`src/inc/oos_cfg.svh`:
```
`ifndef OOS_CFG_SVH
`define OOS_CFG_SVH
// Overview of operation
// Turn-on delay counted from enable before rise
// Turn-on delay resets 10 ms first, 5 ms second
// Rise time is Linear-11 milliseconds
// Rise time sets ramp in single or dual mode
// Stacked phases take ramp from multi-phase gain
// Host keeps rise time 0 to 100 ms
// Turn-off delay counted from disable before fall
// Turn-off delay spans zero to five seconds
// Fall time sets ramp-down in one/two phase
// Fall below 0.5 ms switches off immediately
// Stacked phases always switch off immediately
// Rise, off delay, fall reset to 5 ms
// Settings and status held per output page
// Bit 7 flags fault from busy device
// Bit 6 high while output delivers no power
// Bits 5,4,3 flag overvoltage, overcurrent, input undervoltage
// Bit 2 temperature, bit 1 comm/memory/logic
// Bit 0 flags any other fault
// Status byte read-only, resets to zero
// Latched fault bits cleared only by clear-faults
// Linear-11 exponent 15:11, mantissa 10:0, signed

`define OOS_CODE_ON_DLY   8'h60
`define OOS_CODE_ON_RISE  8'h61
`define OOS_CODE_OFF_DLY  8'h64
`define OOS_CODE_OFF_FALL 8'h65
`define OOS_CODE_STATUS   8'h78

`define OOS_RST_ON_DLY_P0 16'hD280
`define OOS_RST_TIMING    16'hCA80
`define OOS_RST_STATUS    8'h00

`define OOS_L11_EXP_MSB   15
`define OOS_L11_EXP_LSB   11
`define OOS_L11_MANT_MSB  10

`define OOS_ST_BUSY       7
`define OOS_ST_OFF        6
`define OOS_ST_OV         5
`define OOS_ST_OC         4
`define OOS_ST_VIN_UV     3
`define OOS_ST_TEMP       2
`define OOS_ST_CML        1
`define OOS_ST_OTHER      0

`define OOS_CLK_MHZ       200
`define OOS_CYC_PER_MS    (`OOS_CLK_MHZ * 1000)
`define OOS_UNITS_PER_MS  128
`define OOS_UNIT_SHIFT    7
`define OOS_FALL_MIN_US   500
`define OOS_FALL_MIN_UNITS ((`OOS_FALL_MIN_US * `OOS_UNITS_PER_MS + 999) / 1000)
`endif

```
`src/inc/oos_pkg.sv`:
```
package oos_pkg;
  typedef enum logic [2:0] {
    ST_OFF,
    ST_ON_DLY,
    ST_RISE,
    ST_ON,
    ST_OFF_DLY,
    ST_FALL
  } oos_state_e;
  typedef logic [22:0] oos_units_t;
  typedef logic [15:0] oos_word_t;
endpackage : oos_pkg

```
`src/logic/oos_seq.sv`:
```
`timescale 1ns/1ps
`include "oos_cfg.svh"
module oos_seq #(
  parameter int CYC_PER_MS = `OOS_CYC_PER_MS
) (
  // Clock and reset
  input  wire logic                  clk_i,
  input  wire logic                  rst_i,
  // Command port
  input  wire logic                  cmd_valid_i,
  output logic                       cmd_ready_o,
  input  wire logic                  cmd_write_i,
  input  wire logic [7:0]            cmd_code_i,
  input  wire logic                  cmd_page_i,
  input  wire oos_pkg::oos_word_t    cmd_wdata_i,
  input  wire logic                  clear_faults_i,
  output logic                       rsp_valid_o,
  output oos_pkg::oos_word_t         rsp_data_o,
  // Output control
  input  wire logic [1:0]            enable_i,
  input  wire logic                  multi_phase_i,
  input  wire oos_pkg::oos_word_t    mp_ramp_gain_i,
  // Fault events per output
  input  wire logic [1:0]            ov_fault_i,
  input  wire logic [1:0]            oc_fault_i,
  input  wire logic [1:0]            vin_uv_fault_i,
  input  wire logic [1:0]            temp_fault_i,
  input  wire logic [1:0]            comm_memory_logic_fault_i,
  input  wire logic [1:0]            other_fault_i,
  // Power stage
  output logic [1:0]                 switch_on_o,
  output logic [1:0]                 ramp_up_o,
  output logic [1:0]                 ramp_down_o
);
  // Linear-11 to 1/128 ms units, clamped; negative reads as zero
  function automatic oos_pkg::oos_units_t lin_units(input logic [15:0] v);
    logic [5:0]  sh;
    logic [39:0] w;
    sh = {v[`OOS_L11_EXP_MSB], v[`OOS_L11_EXP_MSB:`OOS_L11_EXP_LSB]}
         + 6'(`OOS_UNIT_SHIFT);
    w  = 40'(v[`OOS_L11_MANT_MSB-1:0]);
    if (v[`OOS_L11_MANT_MSB]) begin
      w = 40'h00_0000_0000;
    end else if (sh[5]) begin
      w = w >> (6'(~sh) + 6'h01);
    end else begin
      w = w << sh[4:0];
    end
    lin_units = (|w[39:23]) ? 23'h7F_FFFF : w[22:0];
  endfunction : lin_units

  // Command code to storage index
  function automatic logic [2:0] code_idx(input logic [7:0] code);
    case (code)
      `OOS_CODE_ON_DLY:   code_idx = 3'h4;
      `OOS_CODE_ON_RISE:  code_idx = 3'h5;
      `OOS_CODE_OFF_DLY:  code_idx = 3'h6;
      `OOS_CODE_OFF_FALL: code_idx = 3'h7;
      default:            code_idx = 3'h0;
    endcase
  endfunction : code_idx

  localparam oos_pkg::oos_units_t FALL_MIN = 23'(`OOS_FALL_MIN_UNITS);

  logic [7:0][15:0]          words;
  oos_pkg::oos_word_t        mem_rd;
  logic [17:0]               acc_r;
  logic                      tick_r;
  logic                      rd1_r;
  logic                      rd1_stat_r;
  logic                      rd1_page_r;
  logic                      rd1_hit_r;
  logic [1:0][7:0]           stat_r;
  logic [1:0]                off_bit;
  oos_pkg::oos_state_e [1:0] st_r;
  oos_pkg::oos_units_t [1:0] cnt_r;
  oos_pkg::oos_units_t [1:0] rise_u;
  logic [1:0]                fast_off;
  logic [1:0]                cnt_zero;
  logic                      taken;
  logic                      refused;
  logic [2:0]                cidx;
  logic                      wr_ok;
  logic [1:0][7:0]           ev;

  // Fractional divider: average of 128 ticks per ms without a non-integer count
  always_ff @(posedge clk_i) begin
    if (rst_i) begin
      acc_r  <= 18'h0_0000;
      tick_r <= 1'b0;
    end else if (acc_r + 18'(`OOS_UNITS_PER_MS) >= 18'(CYC_PER_MS)) begin
      acc_r  <= acc_r + 18'(`OOS_UNITS_PER_MS) - 18'(CYC_PER_MS);
      tick_r <= 1'b1;
    end else begin
      acc_r  <= acc_r + 18'(`OOS_UNITS_PER_MS);
      tick_r <= 1'b0;
    end
  end

  // Command decode; a read in flight makes the next command a busy fault
  assign cmd_ready_o = !rd1_r;
  assign taken       = cmd_valid_i && cmd_ready_o;
  assign refused     = cmd_valid_i && !cmd_ready_o;
  assign cidx        = code_idx(cmd_code_i);
  assign wr_ok       = taken && cmd_write_i && cidx[2];

  oos_regmem u_mem (
    .clk_i     (clk_i),
    .rst_i     (rst_i),
    .wr_en_i   (wr_ok),
    .wr_addr_i ({cmd_page_i, cidx[1:0]}),
    .wr_data_i (cmd_wdata_i),
    .rd_addr_i ({cmd_page_i, cidx[1:0]}),
    .rd_data_o (mem_rd),
    .words_o   (words)
  );

  always_ff @(posedge clk_i) begin
    if (rst_i) begin
      rd1_r      <= 1'b0;
      rd1_stat_r <= 1'b0;
      rd1_page_r <= 1'b0;
      rd1_hit_r  <= 1'b0;
    end else begin
      rd1_r      <= taken && !cmd_write_i;
      rd1_stat_r <= cmd_code_i == `OOS_CODE_STATUS;
      rd1_page_r <= cmd_page_i;
      rd1_hit_r  <= cidx[2];
    end
  end

  always_ff @(posedge clk_i) begin
    if (rst_i) begin
      rsp_valid_o <= 1'b0;
      rsp_data_o  <= 16'h0000;
    end else begin
      rsp_valid_o <= rd1_r;
      if (rd1_stat_r) begin
        rsp_data_o <= {8'h00, stat_r[rd1_page_r] | {1'b0, off_bit[rd1_page_r], 6'h00}};
      end else if (rd1_hit_r) begin
        rsp_data_o <= mem_rd;
      end else begin
        rsp_data_o <= 16'h0000;
      end
    end
  end

  // Per-output sequencing
  always_comb begin
    for (int g = 0; g < 2; g++) begin
      rise_u[g]   = multi_phase_i ? lin_units(mp_ramp_gain_i)
                                  : lin_units(words[g*4+1]);
      fast_off[g] = multi_phase_i || (lin_units(words[g*4+3]) < FALL_MIN);
      cnt_zero[g] = cnt_r[g] == 23'h00_0000;
      off_bit[g]  = (st_r[g] == oos_pkg::ST_OFF) || (st_r[g] == oos_pkg::ST_ON_DLY);
    end
  end

  always_ff @(posedge clk_i) begin
    if (rst_i) begin
      for (int g = 0; g < 2; g++) begin
        st_r[g] <= oos_pkg::ST_OFF;
      end
      cnt_r <= '0;
    end else begin
      for (int g = 0; g < 2; g++) begin
        case (st_r[g])
          oos_pkg::ST_OFF: begin
            if (enable_i[g]) begin
              st_r[g]  <= oos_pkg::ST_ON_DLY;
              cnt_r[g] <= lin_units(words[g*4]);
            end
          end
          oos_pkg::ST_ON_DLY: begin
            if (!enable_i[g]) begin
              st_r[g] <= oos_pkg::ST_OFF;
            end else if (cnt_zero[g]) begin
              st_r[g]  <= oos_pkg::ST_RISE;
              cnt_r[g] <= rise_u[g];
            end else if (tick_r) begin
              cnt_r[g] <= cnt_r[g] - 23'h00_0001;
            end
          end
          oos_pkg::ST_RISE: begin
            if (!enable_i[g]) begin
              st_r[g]  <= oos_pkg::ST_OFF_DLY;
              cnt_r[g] <= lin_units(words[g*4+2]);
            end else if (cnt_zero[g]) begin
              st_r[g] <= oos_pkg::ST_ON;
            end else if (tick_r) begin
              cnt_r[g] <= cnt_r[g] - 23'h00_0001;
            end
          end
          oos_pkg::ST_ON: begin
            if (!enable_i[g]) begin
              st_r[g]  <= oos_pkg::ST_OFF_DLY;
              cnt_r[g] <= lin_units(words[g*4+2]);
            end
          end
          oos_pkg::ST_OFF_DLY: begin
            if (enable_i[g]) begin
              st_r[g] <= oos_pkg::ST_ON;
            end else if (cnt_zero[g]) begin
              st_r[g]  <= fast_off[g] ? oos_pkg::ST_OFF : oos_pkg::ST_FALL;
              cnt_r[g] <= lin_units(words[g*4+3]);
            end else if (tick_r) begin
              cnt_r[g] <= cnt_r[g] - 23'h00_0001;
            end
          end
          oos_pkg::ST_FALL: begin
            if (enable_i[g]) begin
              st_r[g]  <= oos_pkg::ST_ON_DLY;
              cnt_r[g] <= lin_units(words[g*4]);
            end else if (cnt_zero[g]) begin
              st_r[g] <= oos_pkg::ST_OFF;
            end else if (tick_r) begin
              cnt_r[g] <= cnt_r[g] - 23'h00_0001;
            end
          end
          default: begin
            st_r[g] <= oos_pkg::ST_OFF;
          end
        endcase
      end
    end
  end

  always_comb begin
    for (int g = 0; g < 2; g++) begin
      switch_on_o[g] = !off_bit[g];
      ramp_up_o[g]   = st_r[g] == oos_pkg::ST_RISE;
      ramp_down_o[g] = st_r[g] == oos_pkg::ST_FALL;
    end
  end

  // Fault events per page; a new event wins over clear-faults below
  always_comb begin
    ev = '0;
    for (int g = 0; g < 2; g++) begin
      ev[g][`OOS_ST_BUSY]   = refused && (cmd_page_i == 1'(g));
      ev[g][`OOS_ST_OV]     = ov_fault_i[g];
      ev[g][`OOS_ST_OC]     = oc_fault_i[g];
      ev[g][`OOS_ST_VIN_UV] = vin_uv_fault_i[g];
      ev[g][`OOS_ST_TEMP]   = temp_fault_i[g];
      // Writes to unknown or read-only codes count as logic faults
      ev[g][`OOS_ST_CML]    = comm_memory_logic_fault_i[g] || (taken && cmd_write_i
                              && !cidx[2] && (cmd_page_i == 1'(g)));
      ev[g][`OOS_ST_OTHER]  = other_fault_i[g];
    end
  end

  // Sticky fault summary, cleared only on request
  always_ff @(posedge clk_i) begin
    if (rst_i) begin
      stat_r <= {`OOS_RST_STATUS, `OOS_RST_STATUS};
    end else begin
      for (int g = 0; g < 2; g++) begin
        stat_r[g] <= (clear_faults_i ? 8'h00 : stat_r[g]) | ev[g];
      end
    end
  end

  generate
    for (genvar g = 0; g < 2; g++) begin : g_chk
      property p_on_wait;
        @(posedge clk_i) disable iff (rst_i)
          (st_r[g] == oos_pkg::ST_ON_DLY) && !cnt_zero[g] |=> st_r[g] != oos_pkg::ST_RISE;
      endproperty
      a_on_wait: assert property (p_on_wait)
        else $error("rise started before turn-on delay ended");

      property p_rise_len;
        @(posedge clk_i) disable iff (rst_i)
          $rose(ramp_up_o[g]) |-> cnt_r[g] == ($past(multi_phase_i)
            ? lin_units($past(mp_ramp_gain_i)) : lin_units($past(words[g*4+1])));
      endproperty
      a_rise_len: assert property (p_rise_len)
        else $error("rise length from wrong source");

      property p_off_wait;
        @(posedge clk_i) disable iff (rst_i)
          (st_r[g] == oos_pkg::ST_OFF_DLY) && !cnt_zero[g] && !enable_i[g]
          |=> st_r[g] == oos_pkg::ST_OFF_DLY;
      endproperty
      a_off_wait: assert property (p_off_wait)
        else $error("fall started before turn-off delay ended");

      property p_fast_off;
        @(posedge clk_i) disable iff (rst_i)
          (st_r[g] == oos_pkg::ST_OFF_DLY) && cnt_zero[g] && !enable_i[g] && fast_off[g]
          |=> !switch_on_o[g] && !ramp_down_o[g];
      endproperty
      a_fast_off: assert property (p_fast_off)
        else $error("switches not off right after turn-off delay");

      property p_off_bit;
        @(posedge clk_i) disable iff (rst_i)
          rd1_r && rd1_stat_r && (rd1_page_r == 1'(g))
          |=> rsp_data_o[`OOS_ST_OFF] == $past(!switch_on_o[g]);
      endproperty
      a_off_bit: assert property (p_off_bit)
        else $error("off bit does not follow output power");

      property p_ov_sticky;
        @(posedge clk_i) disable iff (rst_i)
          ov_fault_i[g] |=> stat_r[g][`OOS_ST_OV]
          ##1 (stat_r[g][`OOS_ST_OV] || $past(clear_faults_i));
      endproperty
      a_ov_sticky: assert property (p_ov_sticky)
        else $error("overvoltage bit not latched");

      property p_hold;
        @(posedge clk_i) disable iff (rst_i)
          stat_r[g][`OOS_ST_TEMP] && !clear_faults_i |=> stat_r[g][`OOS_ST_TEMP];
      endproperty
      a_hold: assert property (p_hold)
        else $error("fault bit dropped without clear");

      property p_fall_len;
        @(posedge clk_i) disable iff (rst_i)
          $rose(ramp_down_o[g]) |-> cnt_r[g] == lin_units($past(words[g*4+3]));
      endproperty
      a_fall_len: assert property (p_fall_len)
        else $error("fall length not from fall-time setting");
    end
  endgenerate

  property p_busy;
    @(posedge clk_i) disable iff (rst_i)
      refused && !cmd_page_i |=> stat_r[0][`OOS_ST_BUSY];
  endproperty
  a_busy: assert property (p_busy)
    else $error("busy fault not flagged");

  property p_bad_write;
    @(posedge clk_i) disable iff (rst_i)
      taken && cmd_write_i && (cmd_code_i == `OOS_CODE_STATUS) && cmd_page_i
      |=> stat_r[1][`OOS_ST_CML];
  endproperty
  a_bad_write: assert property (p_bad_write)
    else $error("write to read-only status not flagged");

  property p_read_lat;
    @(posedge clk_i) disable iff (rst_i)
      taken && !cmd_write_i |-> ##2 rsp_valid_o;
  endproperty
  a_read_lat: assert property (p_read_lat)
    else $error("read answer missing");
endmodule : oos_seq

```
`src/logic/oos_regmem.sv`:
```
`timescale 1ns/1ps
`include "oos_cfg.svh"
module oos_regmem (
  // Clock and reset
  input  wire logic                  clk_i,
  input  wire logic                  rst_i,
  // Write port, address is {page, index}
  input  wire logic                  wr_en_i,
  input  wire logic [2:0]            wr_addr_i,
  input  wire oos_pkg::oos_word_t    wr_data_i,
  // Read port
  input  wire logic [2:0]            rd_addr_i,
  output oos_pkg::oos_word_t         rd_data_o,
  // All words for the sequencers
  output logic [7:0][15:0]           words_o
);
  logic [7:0][15:0] mem_r;

  always_ff @(posedge clk_i) begin
    if (rst_i) begin
      for (int i = 0; i < 8; i++) begin
        mem_r[i] <= `OOS_RST_TIMING;
      end
      mem_r[0] <= `OOS_RST_ON_DLY_P0;
    end else if (wr_en_i) begin
      mem_r[wr_addr_i] <= wr_data_i;
    end
  end

  always_ff @(posedge clk_i) begin
    if (rst_i) begin
      rd_data_o <= 16'h0000;
    end else begin
      rd_data_o <= mem_r[rd_addr_i];
    end
  end

  assign words_o = mem_r;

  property p_reset_defaults;
    @(posedge clk_i) rst_i |=> (mem_r[0] == 16'hD280) && (mem_r[4] == 16'hCA80)
      && (mem_r[1] == 16'hCA80) && (mem_r[7] == 16'hCA80);
  endproperty
  a_reset_defaults: assert property (p_reset_defaults)
    else $error("timing defaults wrong after reset");
endmodule : oos_regmem

```
`config.mk`:
```
export PLATFORM = sky130hd
export DESIGN_NAME = oos_seq
export DESIGN_NICKNAME = d
export VERILOG_FILES = /design/src/inc/oos_pkg.sv /design/src/logic/oos_seq.sv /design/src/logic/oos_regmem.sv
export VERILOG_INCLUDE_DIRS = /design/src /design/src/inc
export SDC_FILE = /design/constraint.sdc
export NUM_CORES = 2
export LEC_CHECK = 0
export BUFFER_PORTS_ARGS = -buffer_cell sky130_fd_sc_hd__buf_2
export CORE_AREA = 3 3 274 276
export CTS_BUF_LIST = sky130_fd_sc_hd__clkbuf_8
export DETAILED_ROUTE_END_ITERATION = 10
export DIE_AREA = 0 0 277 279
export PLACE_DENSITY = 0.56
export SETUP_SLACK_MARGIN = 0.4
export SLEW_MARGIN = 40
export SYNTH_ARGS = -nofsm -noshare
export SYNTH_HDL_FRONTEND = slang
export SYNTH_HIERARCHICAL = 1
export SYNTH_SLANG_ARGS = --single-unit
```
`constraint.sdc`:
```
create_clock -name clk_i -period 8.62 [get_ports clk_i]
set_clock_uncertainty 0.2 [all_clocks]
set_input_delay 0.431 -clock clk_i [delete_from_list [all_inputs] [get_ports clk_i]]
set_output_delay 0.431 -clock clk_i [all_outputs]
set_load 0.01 [all_outputs]
```
==> results.cfg <==
[run_status]
status = completed

[synthesis]
synth.area.mux_share = 0.158
syn-instance-count = 4062
synth_compound_area_frac = 0.284
netlist_top_cells_area = dfxtp_1, mux4_2, nand2_1
avgSynthCellArea_um2 = 7.16
synth.top_cell.area_share = 0.168
seq_area_frac_synth = 0.168
synthAdderAreaFrac = 0.0124
synth_nets = 4151
synth_edf_count = 0
async_flop_share = 0
synthXorXnorAreaFrac = 0.0387
ys_dominant_reg_cell = dfxtp_1
ys_warn_count = 6
synth_top_family_by_area = compound AO/OA/AOI/OAI gates
ys_ff_latch = 244
netlist_area_um2 = 29100
synthDistinctLibCells = 111
synth_top_area_cell = dfxtp_1
synth-simple-area-share = 0.274

[detailed_routing]
totalWireLength_um = 128000
vias = 32900
via_per_inst = 6.65
drtIter0Drc = 4429
dr.pass1.iters = 9
wl_per_cell_um = 25.8
ant_nets = 0
drc = 0

[cts]
cts_tree = built
clk_latency_ps = 660
clockBufferDepth = 3
cts_hold_buf = 26
clockRootBuffer = clkbuf_8
htree_levels = 2
cts_buffers = 49
cts_setup_buffers = 0
cts_num_sinks = 244
cts_resized = 0
cts.reportedPaths.clkPinSlew_ps = 60

[worst_hold_path]
min_delay_path_depth = 3
min_path_type = in2reg

[flow_run]
cap_violations = 0

[sta]
fmax_mhz = 188
hold-worst-slack_ps = 27.6
hold_viol = 0
setup_tns_ps = 0
worst_pin_slew_ps = 957
setup_viol = 0
final_max_slew_viol_count = 0
slew_headroom = 0.359
fin_crit_ps = 5320
period_share = 0.618
rsz0062_at_grt = false

[critical_path]
path_cells = buf_4, clkinv_1, ha_1, buf_4, mux4_2, nand2_1, or4b_1, o21ai_1, nand3_1, o31ai_4, a21oi_1, a2111oi_0, a311oi_1
path_delay_family = compound AO/OA/AOI/OAI gates
reg2reg_depth = 13
cp-end-kind = flip-flop
crit_type = reg2reg
crit_cells = 13
cp_slowest_cell = a2111oi_0
crit_buf_inv = 3
worstPathRequired_ps = 8930
path_max_fanout = 39
cpMostUsedCell = buf_4
worstPathArrival_ps = 5630
cp-start-kind = flip-flop
cpPeakStageDelay_ps = 700

[global_route]
grt_overflow = 0
track_usage = 0.313
grt_pass1_vias = 29600
grt_pass1_wl_um = 190000
antenna_found_initial = 8
grt_max_degree = 83

[die]
chipHeight_um = 279
dieArea_um2 = 77300
rows = 99
die_x_um = 277
core_area_um2 = 72800
ios = 85
initial_core_util = 0.399

[finish]
area_delta_synth_final_pct = 6.97
final_cell_area_um2 = 31100
drive_above_1_share = 0.122
fin_util = 0.427
mostFrequentLayoutCells = nand2_1, nor2_1, a21oi_1
fin_nets = 4041
mostFrequentLayoutCell = nand2_1

[place]
place_congestion = 1.02
port-buffer-count = 84
post_dp_cell_area_um2 = 29700
dp.final_hpwl_um = 94500

[power]
peakVddDrop_v = 0.0000978
powerDensity_nw_per_um2 = 93.4
p_leak_nw = 11.7
==> layer usage <==
layer	up-vias	share of wire	track usage	wire, um
met1	15600	0.40	0.419	51300
met5	-	0.00021	0	27
met3	369	0.098	0.0493	12600
li1	15000	-	-	-
met4	4	0.056	0.151	7180
met2	1949	0.44	0.494	56600
==> power by group <==
part / leakage (nW) / total, mW / internal [mW] / switching [mW]
clock: 0.574 / 1.30 / 0.720 / 0.577
combinational: 9.12 / 0.433 / 0.142 / 0.291
sequential: 1.98 / 1.18 / 1.15 / 0.0271
total: 11.7 / 2.91 / 2.01 / 0.895
==> flip-flops by register name (all words and copies together) (netlist names) <==
register         count
u_mem/words_o      128
cnt_r               46
rsp_data_o          16
u_mem/rd_data_o     16
stat_r              14
acc_r               12
st_r                 6
rd1_hit_r            1
rd1_page_r           1
rd1_r                1
rd1_stat_r           1
rsp_valid_o          1
tick_r               1
==> final cells by class <==
class	count	area [um2]
multi-input combinational	3399	22500
fill	7685	41700
tap	959	1200
timing repair buffer	177	1200
sequential	244	4890
inverter	81	304
clock buffer	64	881
antenna	6	15.0
clock inverter	20	151
==> worst reg2reg max path: cells and delay by family, from the launching register on <==
| family | cells | cell delay (ps) |
|---|---|---|
| AO/OA/AOI/OAI | 5 | 1870 |
| flip-flops | 1 | 300 |
| buffers and inverters | 3 | 1160 |
| multiplexers | 1 | 390 |
| AND/OR/NAND/NOR | 3 | 700 |
| adder cells (fa/ha/maj) | 1 | 570 |
==> per-stage QoR <==
step                      cells  power [mW]  worst slack, ps
final                      4950        2.91             3300
after CTS                  4941        2.91             3300
after detailed placement   4831        1.61             2910
after global routing       4945        3.00             2900
after global placement     4831        1.61             2990
after floorplan            4062        1.46             4430
==> kinds of logic after synthesis <==
family,Yosys count
simple gates,1661
buf+inv,419
xor+xnor,122
compound gates,1265
mux,322
fa+ha+maj,29
flops,244
==> synth_stat cells (26+ instances only) <==
cell / number
buf_1: 38
o21a_1: 26
or3_1: 45
and3_1: 32
and2_1: 46
o211ai_1: 45
xnor2_1: 78
mux4_2: 96
clkbuf_1: 183
nor2b_1: 33
or4_1: 28
xor2_1: 39
nand3_1: 141
nand2_1: 561
dfxtp_1: 244
o21ai_0: 247
nor3_1: 123
nor2_1: 404
a31oi_1: 85
o31ai_1: 27
o22ai_1: 44
a21o_1: 30
nor4_1: 30
mux2_2: 73
inv_1: 75
a211oi_1: 52
nand3b_1: 50
nand2b_1: 44
ha_1: 28
mux2i_1: 148
buf_2: 76
a21oi_1: 373
==> worst paths after layout <==
| kind | end | from | slack, ps |
|---|---|---|---|
| worst min register to register | rsp_data_o[14]$_SDFF_PP0_ | u_mem/rd_data_o[14]$_SDFF_PP0_ | 220 |
| worst max register to register | cnt_r[11]$_SDFFE_PP0P_ | u_mem/words_o[11]$_SDFFE_PP0P_ | 3300 |
| worst max-delay path | cnt_r[11]$_SDFFE_PP0P_ | u_mem/words_o[11]$_SDFFE_PP0P_ | 3300 |
| worst min-delay path | u_mem/words_o[120]$_SDFFE_PP0P_ | cmd_wdata_i[8] | 30 |
No activity file was read; power rests on OpenSTA's default activity.
